## config.mk

```make
export PLATFORM = sky130hd
export DESIGN_NAME = pwc_top
export DESIGN_NICKNAME = d
export VERILOG_FILES = /design/src/verilog/pwc_pkg.sv /design/src/verilog/pwc_tick_if.sv /design/src/verilog/pwc_prescaler.sv /design/src/verilog/pwc_counter.sv /design/src/verilog/pwc_top.sv
export VERILOG_INCLUDE_DIRS = /design/src /design/src/verilog
export SDC_FILE = /design/constraint.sdc
export NUM_CORES = 1
export LEC_CHECK = 0
export ABC_AREA = 1
export BUFFER_PORTS_ARGS = -buffer_cell sky130_fd_sc_hd__buf_2
export CORE_MARGIN = 10
export CORE_UTILIZATION = 40
export CTS_BUF_LIST = sky130_fd_sc_hd__clkbuf_8
export DETAILED_ROUTE_END_ITERATION = 6
export PLACE_DENSITY = 0.68
export SETUP_SLACK_MARGIN = 0.02
export SLEW_MARGIN = 20
export SYNTH_ARGS = -nofsm -noshare
export SYNTH_HDL_FRONTEND = slang
export SYNTH_SLANG_ARGS = --single-unit
```

## constraint.sdc

```tcl
create_clock -name I_CLOCK -period 2.6 [get_ports I_CLOCK]
set_input_delay 0.26 -clock I_CLOCK [delete_from_list [all_inputs] [get_ports I_CLOCK]]
set_output_delay 0.26 -clock I_CLOCK [all_outputs]
set_load 0.01 [all_outputs]
```

## src/verilog/pwc_regs.svh

```systemverilog
// register map, field positions, reset values and divider table
// assumes byte addressing on a 32-bit apb, one word per register
`ifndef PWC_REGS_SVH
`define PWC_REGS_SVH
`define PWC_OFF_CTRL      8'h00
`define PWC_OFF_MOD       8'h04
`define PWC_OFF_COUNT     8'h08
`define PWC_OFF_STATUS    8'h0C
`define PWC_OFF_MASK      8'h10
`define PWC_OFF_CONFIG    8'h14
`define PWC_CTRL_FLAG     7
`define PWC_CTRL_SEL_HI   6
`define PWC_CTRL_SEL_LO   5
`define PWC_CTRL_IE       4
`define PWC_CTRL_PS_HI    3
`define PWC_CTRL_PS_LO    0
`define PWC_CTRL_RST      8'h00
`define PWC_MOD_RST       8'h00
`define PWC_MASK_RST      1'h1
`define PWC_CFG_RST       1'h0
`define PWC_PS_OFF        4'h0
`define PWC_CTRL_LOWPWR_DIV10 8'h1B
`define PWC_PS_TABLE_LO { \
    17'h003E8, 17'h001F4, 17'h00064, 17'h00010, \
    17'h0000A, 17'h00004, 17'h00002, 17'h00001, \
    17'h00400, 17'h00200, 17'h00100, 17'h00080, \
    17'h00040, 17'h00020, 17'h00008, 17'h00000}
`define PWC_PS_TABLE_HI { \
    17'h186A0, 17'h0C350, 17'h09C40, 17'h04E20, \
    17'h02710, 17'h01388, 17'h007D0, 17'h003E8, \
    17'h10000, 17'h08000, 17'h04000, 17'h02000, \
    17'h01000, 17'h00800, 17'h00400, 17'h00000}
`endif

```

## src/verilog/pwc_pkg.sv

```systemverilog
// types shared by the wakeup counter modules
// assumes nothing of its surroundings
package pwc_pkg;
    typedef enum logic [1:0] {
        PWC_SRC_LOWPWR, PWC_SRC_XTAL, PWC_SRC_INT, PWC_SRC_INT2
    } pwc_src_type;
    typedef logic [15:0][16:0] pwc_table_type;
    typedef struct packed {
        logic        prev;
        logic [16:0] pcnt;
        logic        tick;
    } pwc_pre_type;
    typedef struct packed {
        logic [7:0] count;
        logic       event_p;
    } pwc_cnt_type;
    typedef struct packed {
        logic [3:0]  ps_code;
        pwc_src_type sel;
        logic        ie;
        logic        flag;
        logic [7:0]  modulo;
        logic        mask;
        logic        stop_en;
        logic        reload;
        logic        pready;
        logic        pslverr;
        logic [31:0] prdata;
        logic        irq;
        logic        adc_trig;
    } pwc_top_type;
endpackage : pwc_pkg

```

## src/verilog/pwc_tick_if.sv

```systemverilog
// carrier between control, prescaler and period counter
// assumes all three sit on the same clock
`timescale 1ns/10ps
interface pwc_tick_if;
    pwc_pkg::pwc_src_type clk_sel;
    logic [3:0]           ps_code;
    logic                 sync_clear;
    logic                 run;
    logic                 tick;
    logic [7:0]           modulo;
    logic [7:0]           count;
    logic                 period_event;
    modport ctl (output clk_sel, ps_code, sync_clear, run, modulo,
                 input tick, count, period_event);
    modport pre (input clk_sel, ps_code, sync_clear, run,
                 output tick);
    modport cnt (input tick, modulo, sync_clear,
                 output count, period_event);
endinterface : pwc_tick_if

```

## src/verilog/pwc_prescaler.sv

```systemverilog
// source select and prescaler producing one tick per divided period
// assumes source inputs are synchronous levels, much slower than clock
`include "pwc_regs.svh"
`timescale 1ns/10ps
module pwc_prescaler (
    input  wire logic i_clock,
    input  wire logic i_reset,
    input  wire logic i_src_lowpwr,
    input  wire logic i_src_xtal,
    input  wire logic i_src_int,
    pwc_tick_if.pre   tk
);
    localparam pwc_pkg::pwc_table_type TAB_LO = `PWC_PS_TABLE_LO;
    localparam pwc_pkg::pwc_table_type TAB_HI = `PWC_PS_TABLE_HI;
    pwc_pkg::pwc_pre_type s_r;
    pwc_pkg::pwc_pre_type s_nxt;
    logic                 src;
    logic                 edge_s;
    logic [16:0]          ratio;

    // selected source and its divider ratio
    always_comb begin
        unique case (tk.clk_sel)
            pwc_pkg::PWC_SRC_LOWPWR: src = i_src_lowpwr;
            pwc_pkg::PWC_SRC_XTAL:   src = i_src_xtal;
            pwc_pkg::PWC_SRC_INT,
            pwc_pkg::PWC_SRC_INT2:   src = i_src_int;
        endcase
        ratio = tk.clk_sel[0] ? TAB_HI[tk.ps_code]
                              : TAB_LO[tk.ps_code];
        edge_s = src & ~s_r.prev;
        s_nxt = s_r;
        s_nxt.prev = src;
        s_nxt.tick = 1'b0;
        if (tk.sync_clear) begin
            s_nxt.pcnt = 17'h00000;
        end else if (tk.run && edge_s) begin
            if (s_r.pcnt == ratio - 17'h00001) begin
                s_nxt.pcnt = 17'h00000;
                s_nxt.tick = 1'b1;
            end else begin
                s_nxt.pcnt = s_r.pcnt + 17'h00001;
            end
        end
    end

    // state register
    always_ff @(posedge i_clock) begin
        if (i_reset) begin
            s_r <= '0;
        end else begin
            s_r <= s_nxt;
        end
    end
    assign tk.tick = s_r.tick;
endmodule : pwc_prescaler

```

## src/verilog/pwc_counter.sv

```systemverilog
// 8-bit period counter compared against the modulo value
// assumes one tick pulse per prescaled period
`timescale 1ns/10ps
module pwc_counter (
    input  wire logic i_clock,
    input  wire logic i_reset,
    pwc_tick_if.cnt   tk
);
    pwc_pkg::pwc_cnt_type s_r;
    pwc_pkg::pwc_cnt_type s_nxt;

    // count ticks, wrap at the modulo value
    always_comb begin
        s_nxt = s_r;
        s_nxt.event_p = 1'b0;
        if (tk.sync_clear) begin
            s_nxt.count = 8'h00;
        end else if (tk.tick) begin
            if (s_r.count == tk.modulo) begin
                s_nxt.count   = 8'h00;
                s_nxt.event_p = 1'b1;
            end else begin
                s_nxt.count = s_r.count + 8'h01;
            end
        end
    end

    // state register
    always_ff @(posedge i_clock) begin
        if (i_reset) begin
            s_r <= '0;
        end else begin
            s_r <= s_nxt;
        end
    end
    assign tk.count        = s_r.count;
    assign tk.period_event = s_r.event_p;
endmodule : pwc_counter

```

## src/verilog/pwc_top.sv

```systemverilog
// periodic wakeup counter: apb registers, interrupt, conversion trigger
// assumes apb master on I_CLOCK, source inputs synchronous to it
//
// The implementer's own choices: register access over APB and the register addresses.
`include "pwc_regs.svh"
`timescale 1ns/10ps
module pwc_top (
    input  wire logic        I_CLOCK,
    input  wire logic        I_RESET,
    input  wire logic        I_PSEL,
    input  wire logic        I_PENABLE,
    input  wire logic        I_PWRITE,
    input  wire logic [7:0]  I_PADDR,
    input  wire logic [31:0] I_PWDATA,
    output logic      [31:0] O_PRDATA,
    output logic             O_PREADY,
    output logic             O_PSLVERR,
    input  wire logic        I_SRC_LOWPWR,
    input  wire logic        I_SRC_XTAL,
    input  wire logic        I_SRC_INT,
    input  wire logic        I_STOP_MODE,
    output logic             O_IRQ,
    output logic             O_ADC_TRIGGER
);

    ////////////////////////////////////////////////////////////////////
    // state and bus decode

    pwc_pkg::pwc_top_type s_r;
    pwc_pkg::pwc_top_type s_nxt;
    logic                 setup;
    logic                 acc_wr;
    logic                 wr_ctrl;
    logic                 wr_mod;
    logic                 wr_status;
    logic                 wr_mask;
    logic                 wr_config;
    logic                 flag_clr;
    logic [7:0]           ctrl_view;
    logic [31:0]          rd_data;
    logic                 rd_err;

    pwc_tick_if tk ();

    // apb phases: data latched in setup, write done in access
    assign setup   = I_PSEL & ~I_PENABLE;
    assign acc_wr  = I_PSEL & I_PENABLE & s_r.pready & I_PWRITE;
    assign wr_ctrl   = acc_wr & (I_PADDR == `PWC_OFF_CTRL);
    assign wr_mod    = acc_wr & (I_PADDR == `PWC_OFF_MOD);
    assign wr_status = acc_wr & (I_PADDR == `PWC_OFF_STATUS);
    assign wr_mask   = acc_wr & (I_PADDR == `PWC_OFF_MASK);
    assign wr_config = acc_wr & (I_PADDR == `PWC_OFF_CONFIG);

    // one-to-clear from either the control or the status word
    assign flag_clr = (wr_ctrl & I_PWDATA[`PWC_CTRL_FLAG])
                    | (wr_status & I_PWDATA[0]);

    // control word as software sees it
    assign ctrl_view = {s_r.flag, s_r.sel, s_r.ie, s_r.ps_code};

    ////////////////////////////////////////////////////////////////////
    // read multiplexer

    // unmapped addresses read zero and flag an error
    always_comb begin
        rd_data = 32'h00000000;
        rd_err  = 1'b0;
        case (I_PADDR)
            `PWC_OFF_CTRL: begin
                rd_data = {24'h000000, ctrl_view};
            end
            `PWC_OFF_MOD: begin
                rd_data = {24'h000000, s_r.modulo};
            end
            `PWC_OFF_COUNT: begin
                rd_data = {24'h000000, tk.count};
            end
            `PWC_OFF_STATUS: begin
                rd_data = {31'h00000000, s_r.flag};
            end
            `PWC_OFF_MASK: begin
                rd_data = {31'h00000000, s_r.mask};
            end
            `PWC_OFF_CONFIG: begin
                rd_data = {31'h00000000, s_r.stop_en};
            end
            default: begin
                rd_err = 1'b1;
            end
        endcase
    end

    ////////////////////////////////////////////////////////////////////
    // next state

    // register writes, flag, interrupt and trigger
    always_comb begin
        s_nxt = s_r;
        s_nxt.reload   = 1'b0;
        s_nxt.adc_trig = 1'b0;
        s_nxt.pslverr  = 1'b0;
        // bus answer: ready one cycle after setup
        s_nxt.pready = setup;
        if (setup) begin
            s_nxt.prdata  = I_PWRITE ? 32'h00000000 : rd_data;
            s_nxt.pslverr = rd_err;
        end else begin
            s_nxt.prdata = 32'h00000000;
        end
        // control word: source, enable, prescaler code
        if (wr_ctrl) begin
            s_nxt.sel = pwc_pkg::pwc_src_type'(
                I_PWDATA[`PWC_CTRL_SEL_HI:`PWC_CTRL_SEL_LO]);
            s_nxt.ie      = I_PWDATA[`PWC_CTRL_IE];
            s_nxt.ps_code = I_PWDATA[`PWC_CTRL_PS_HI:`PWC_CTRL_PS_LO];
            // a new source, enable or ratio restarts the period
            if (I_PWDATA[`PWC_CTRL_SEL_HI:`PWC_CTRL_PS_LO]
                    != {s_r.sel, s_r.ie, s_r.ps_code}) begin
                s_nxt.reload = 1'b1;
            end
        end
        // modulo write restarts the period from zero
        if (wr_mod) begin
            s_nxt.modulo = I_PWDATA[7:0];
            s_nxt.reload = 1'b1;
        end
        if (wr_mask) begin
            s_nxt.mask = I_PWDATA[0];
        end
        if (wr_config) begin
            s_nxt.stop_en = I_PWDATA[0];
        end
        // sticky flag: a new event beats a clear in the same cycle
        if (tk.period_event) begin
            s_nxt.flag = 1'b1;
        end else if (flag_clr) begin
            s_nxt.flag = 1'b0;
        end
        // conversion start follows each period end
        s_nxt.adc_trig = tk.period_event;
        // level interrupt while flag, enable and mask all set
        s_nxt.irq = s_nxt.flag & s_nxt.ie & s_nxt.mask;
    end

    ////////////////////////////////////////////////////////////////////
    // state register

    // synchronous reset to the register defaults
    always_ff @(posedge I_CLOCK) begin
        if (I_RESET) begin
            s_r         <= '0;
            s_r.ps_code <= 4'(`PWC_CTRL_RST);
            s_r.modulo  <= `PWC_MOD_RST;
            s_r.mask    <= `PWC_MASK_RST;
            s_r.stop_en <= `PWC_CFG_RST;
        end else begin
            s_r <= s_nxt;
        end
    end

    ////////////////////////////////////////////////////////////////////
    // outputs and carrier

    // every output straight from the state register
    assign O_PRDATA      = s_r.prdata;
    assign O_PREADY      = s_r.pready;
    assign O_PSLVERR     = s_r.pslverr;
    assign O_IRQ         = s_r.irq;
    assign O_ADC_TRIGGER = s_r.adc_trig;

    // settings toward prescaler and counter
    assign tk.clk_sel = s_r.sel;
    assign tk.ps_code = s_r.ps_code;
    assign tk.modulo  = s_r.modulo;
    assign tk.sync_clear = s_r.reload
                         | (s_r.ps_code == `PWC_PS_OFF);
    // halted only in stop mode without stop running enabled
    assign tk.run = ~I_STOP_MODE | s_r.stop_en;

    ////////////////////////////////////////////////////////////////////
    // submodules

    // source select and prescaler
    pwc_prescaler pwc_prescaler_i (
        .i_clock      (I_CLOCK),
        .i_reset      (I_RESET),
        .i_src_lowpwr (I_SRC_LOWPWR),
        .i_src_xtal   (I_SRC_XTAL),
        .i_src_int    (I_SRC_INT),
        .tk           (tk.pre)
    );

    // modulo period counter
    pwc_counter pwc_counter_i (
        .i_clock (I_CLOCK),
        .i_reset (I_RESET),
        .tk      (tk.cnt)
    );
endmodule : pwc_top

```

## Word-level counts from Yosys, hierarchy flattened

Memory sizes are Yosys's and may differ from the RTL's. A register that Yosys moved wholly into a read port is not among the register bits.
Cells that the tools add are included.
W data, S select, Z words.

- Register bits: 83
- Latch bits: 0
- Bits in writable memories: 0
- Memory bits (read-only): 544
- Output and inout port bits: 36
- Word-level logic and storage cells: 90
- Memories kept: 2

Memory list:

| name | words | bits a word | rd ports | clocked after Yosys merged registers in | write ports | RTL line | RTL |
|---|---|---|---|---|---|---|---|
| (name not given) | 16 | 17 | 1 | 1 | 0 | pwc_prescaler.sv:29 | `ratio = tk.clk_sel[0] ? TAB_HI[tk.ps_code]` |
| (name not given) | 16 | 17 | 1 | 1 | 0 | pwc_prescaler.sv:30 | `: TAB_LO[tk.ps_code];` |

- $add $sub $neg: 3
- Multiply operators: 0
- Div/mod/pow operators: 0
- Magnitude comparators: 1
- Equality and inequality tests: 11
- Shift operators: 0
- Mux-type cells: 21
- Bitwise gates (word level): 23
- Reductions and logical operators: 11

Operators with widths:

| operator | count |
|---|---|
| $mux W17 | 4 |
| $pmux W8 S6 | 1 |
| $add A17 B1 Y17 const B | 1 |
| $eq A17 B17 Y1 | 1 |
| $sub A17 B1 Y17 const B | 1 |
| $eq A8 B4 Y1 const B | 2 |
| $eq A8 B5 Y1 const B | 2 |
| $mux W4 | 4 |
| $and A1 B1 Y1 | 14 |
| $mux W1 | 10 |
| $reduce_or A3 Y1 | 3 |
| $add A8 B1 Y8 const B | 1 |
| $eq A8 B3 Y1 const B | 1 |
| $eq A8 B8 Y1 | 1 |
| $logic_not A8 Y1 | 1 |
| $mux W8 | 1 |
| $ne A7 B7 Y1 | 1 |
| $not A1 Y1 | 6 |
| $reduce_or A2 Y1 | 3 |
| $reduce_or A6 Y1 | 1 |
| $lt A4 B5 Y1 const B | 1 |
| $eq A2 B2 Y1 const B | 2 |
| $logic_not A4 Y1 | 1 |
| $or A1 B1 Y1 | 3 |
| 4 further kinds | 4 |

## Longest topological paths before layout

- Depth in word-level cells: 10
- Mapped depth: 19
- Mapped depth without buffers: 17

## Modules after synthesis

A second synthesis with hierarchy kept.

- Cells, all modules: 720
- Area, all modules: 4595.7 µm²

By module, submodules not included:

| module | instances | cells an instance | area an instance (µm²) | sequential area each (µm²) |
|---|---|---|---|---|
| pwc_prescaler | 1 | 385 | 2249.7 | 380.4 |
| pwc_top | 1 | 253 | 1805.5 | 620.6 |
| pwc_counter | 1 | 82 | 540.5 | 180.2 |

## Least setup slack after synthesis

OpenSTA, ideal clock, no wires.

- Path type: input port to flip-flop
- Start: in I_PADDR[7]
- End: reg with a tool-made name
- Arrival: 2121 ps
- Required time: 2525 ps
- Setup slack: 404 ps
- Stages on the path: 11
- Buffers on the path: 0
- Cells stage by stage: nor2_1 nand2_1 nor2_4 nand2_2 nor2_4 nor2_1 nor3_1 inv_1 ha_1 inv_1 o22ai_1

RTL lines:

| element | RTL line | RTL |
|---|---|---|
| start: declaration | pwc_top.sv:13 | `input wire logic [7:0] I_PADDR,` |

## Final worst setup path

- Start: reg s_r, in the netlist tk.clk_sel[0]
- End: reg pwc_prescaler_i.s_r[12] (netlist bit)

- Longest elaborated chain between the ends: 5
- Elaborated cells between the ends (all ways): 12

RTL lines:

| element | RTL line | RTL |
|---|---|---|
| start: declaration | pwc_top.sv:29 | `pwc_pkg::pwc_top_type s_r;` |
| start signal: assignment | pwc_top.sv:157 | `s_r <= s_nxt;` |
| parallel branches: the longest is 5 deep, another holds $sub A17 B1 Y17 | - |  |
| end signal: assignment | pwc_prescaler.sv:52 | `s_r <= s_nxt;` |
| end: declaration | pwc_prescaler.sv:15 | `pwc_pkg::pwc_pre_type s_r;` |

Parallel ways; which one is timed is not known.
A chain may end at the register's enable or synchronous reset.

==> metrics <==
status=complete, no violations; post-route minimum period=about 2300 ps; WS Path Type=flop to flop; RSZ-0062 raised after global routing=false; DRT Pass-1 Iters=5; mux cell area share after synthesis=0.192%; largest net degree at the start of global routing=24; Critical Path Start=tk.clk_sel[0]; CP endpoint kind=flop; main combinational cell family by area after synthesis=simple AND/OR/NAND/NOR gates; FP Rows=about 40; commonest cells after routing, fill and taps aside=nand2_1 (199), inv_1 (112), dfxtp_1 (84), nor2_1 (82), nand3_1 (50); area growth from synthesis to layout=8.78%; PortBufs=36; ys flop type=dfxtp_1; flops & latches, synth=84; final hold violation count=0; number of synthesized flops with an enable pin=0; post-synthesis cell area=~0.0052 mm^2; GR Overflow Total=0; hold_buf cts=0; nets=877; Synth Instances=just under 800; Post-Synth Adder-Cell Area=~2.4%; first-pass GRT wire length=20300 um; diodes inserted=0; Post-synth ARST share=0%; Chip Height=134 um; IO Count=85; Post CTS Setup Buffer Count=0; HP Class=input port to flop; final std cells w/o fill=995; Rel. slew slack=58.2%; xor/xnor cell area share of the yosys netlist=approximately 4.2%; HPWL after detailed placement=between 9000 and 10000 um; worst r2r src=tk.clk_sel[0]; compound-cell area share of the yosys netlist=between 7 and 8%; clk root buf=clkbuf_8; vias per cell=4.62; Die Footprint=0.0180 mm^2; Startpoint Class=flop; DRC violation count after routing=0; GP Congestion=0.879; worst slew pin tran=slightly above 600 ps; fmax=435 MHz; H-tree depth=3; commonest non-fill, non-tap cell in the layout=nand2_1; CTS sink count=84; DRT iter0 DRCs=270; share of post-route cells with drive strength above 1=15.4%; fill count=1344; starting utilization of the core area=approximately two fifths; Simple-Gate Fraction of Synth Area=37.9%; Max FO, Critical Path=19; final setup TNS=0 ps; drt total wl=12000 um; HP Start=I_PENABLE; Syn. warnings=0; final max-slew violation count=0; Wirelength per Cell=12.1 um; via count=4599; Power Density=430 mW/mm^2; Clock transition at path regs=around 90 ps; GR Util All Layers=13.6%; Avg Inst Size Synth=6.63 um^2; peak supply drop=between 0.2 and 0.3 mV; max_cap viols=0; Setup-failing EPs final=0; post-CTS sizing=0; Core Area=0.0127 mm^2; vias in the first global route=4313; Cell Count Post-Placement=978; P_leak=2.62 nW; Die W=134 um; final worst path period share=88.5%; critical path data required time=2880 ps; Clock Skew=roughly 16 ps; clock latency on the worst-skew pair=between 300 and 400 ps; Distinct cells, synth=41; antenna viol nets, final=0; Worst Path Arrival=2580 ps; clk buf depth=2; CTS Buf Count=9; sequential-to-total area share from yosys stat=32.2%; CTS tree=done; initial antenna violation count=0
[logic make-up after synthesis]
| group | count (synthesis) |
|---|---|
| AO/OA/AOI/OAI | 74 |
| XOR/XNOR | 25 |
| adder cells (fa/ha/maj) | 10 |
| buffers and inverters | 169 |
| flip-flops | 84 |
| multiplexers | 1 |
| other | 1 |
| AND/OR/NAND/NOR | 423 |
[through the flow]
| stage | util, % | worst slack (ps) | hold slack [ps] | power [mW] | cell area (um^2) |
|---|---|---|---|---|---|
| 6_report | 44.8 | 300 | 59.4 | 2.44 | 5670 |
| 5_1_grt | 44.8 | 38.8 | 55.3 | 2.53 | 5670 |
| 4_1_cts | 44.4 | 130 | 45.5 | 2.46 | 5630 |
| 3_5_place_dp | 42.6 | 137 | 442 | 1.40 | 5400 |
| 3_3_place_gp | 42.6 | 167 | 439 | 1.40 | 5400 |
| 2_1_floorplan | - | 404 | 338 | 1.39 | 5300 |
[path summary, 6_finish.rpt]
path	cells past startpoint	to	slack, ps
hold / removal	2	O_PSLVERR	60
setup reg to reg	15	pwc_prescaler_i.s_r[12]	300
hold reg to reg	2	O_ADC_TRIGGER	450
setup / recovery	15	pwc_prescaler_i.s_r[12]	300
[worst max-delay path, cell delays in order, from the launching register on]
cell and delay (ps):
dfxtp_1 420, inv_6 110, nand2_2 100, ha_1 190, nand2_1 90, nor2_2 160
nand2_2 120, nor2_4 130, nand2_1 100, xor2_1 160, nand2_1 70, nand2_1 80
nor2_4 190, nand3_4 160, nand2_2 100, inv_2 30
[Yosys cell counts, types with 5 or more instances]
library cell | instances | area [um^2]
o21ai_0 | 38 | 190
o22ai_1 | 5 | 31.3
ha_1 | 10 | 125
nand2_2 | 20 | 125
nor2_4 | 8 | 90.1
nand2_4 | 5 | 56.3
xor2_1 | 21 | 184
inv_1 | 112 | 420
dfxtp_1 | 84 | 1680
nand2_1 | 199 | 747
inv_2 | 13 | 48.8
clkbuf_1 | 5 | 18.8
nand4_1 | 11 | 68.8
nand3_1 | 50 | 250
nor2_1 | 84 | 315
a21oi_1 | 22 | 110
nor3_1 | 14 | 70.1
nor2_2 | 12 | 75.1
buf_4 | 32 | 240
[layout make-up]
type | count | area [um^2] | share of cell area (%)
clock buffers | 10 | 138 | 2.43
well taps | 172 | 215 | 3.79
repair buffers | 39 | 206 | 3.64
inverters | 126 | 478 | 8.42
clock inverters | 6 | 95.1 | 1.68
multi-input cells | 558 | 2860 | 50.4
flip-flops and latches | 84 | 1680 | 29.6
[where the power goes]
group | total, mW | leakage [nW] | internal (mW) | switching, mW
Combinational | 0.0811 | 1.83 | 0.0242 | 0.0569
Sequential | 1.29 | 0.677 | 1.29 | 0.000785
Clock | 1.07 | 0.111 | 0.576 | 0.496
Total | 2.44 | 2.62 | 1.89 | 0.554
[per-layer routing]
layer	vias up	GRT usage [%]	routed length, um
li1	2451	-	-
met1	2041	17.7	5710
met2	88	21.5	5460
met3	19	2.69	585
met4	0	5.74	231
met5	-	0	0
Power figures use the tool's default switching activity.
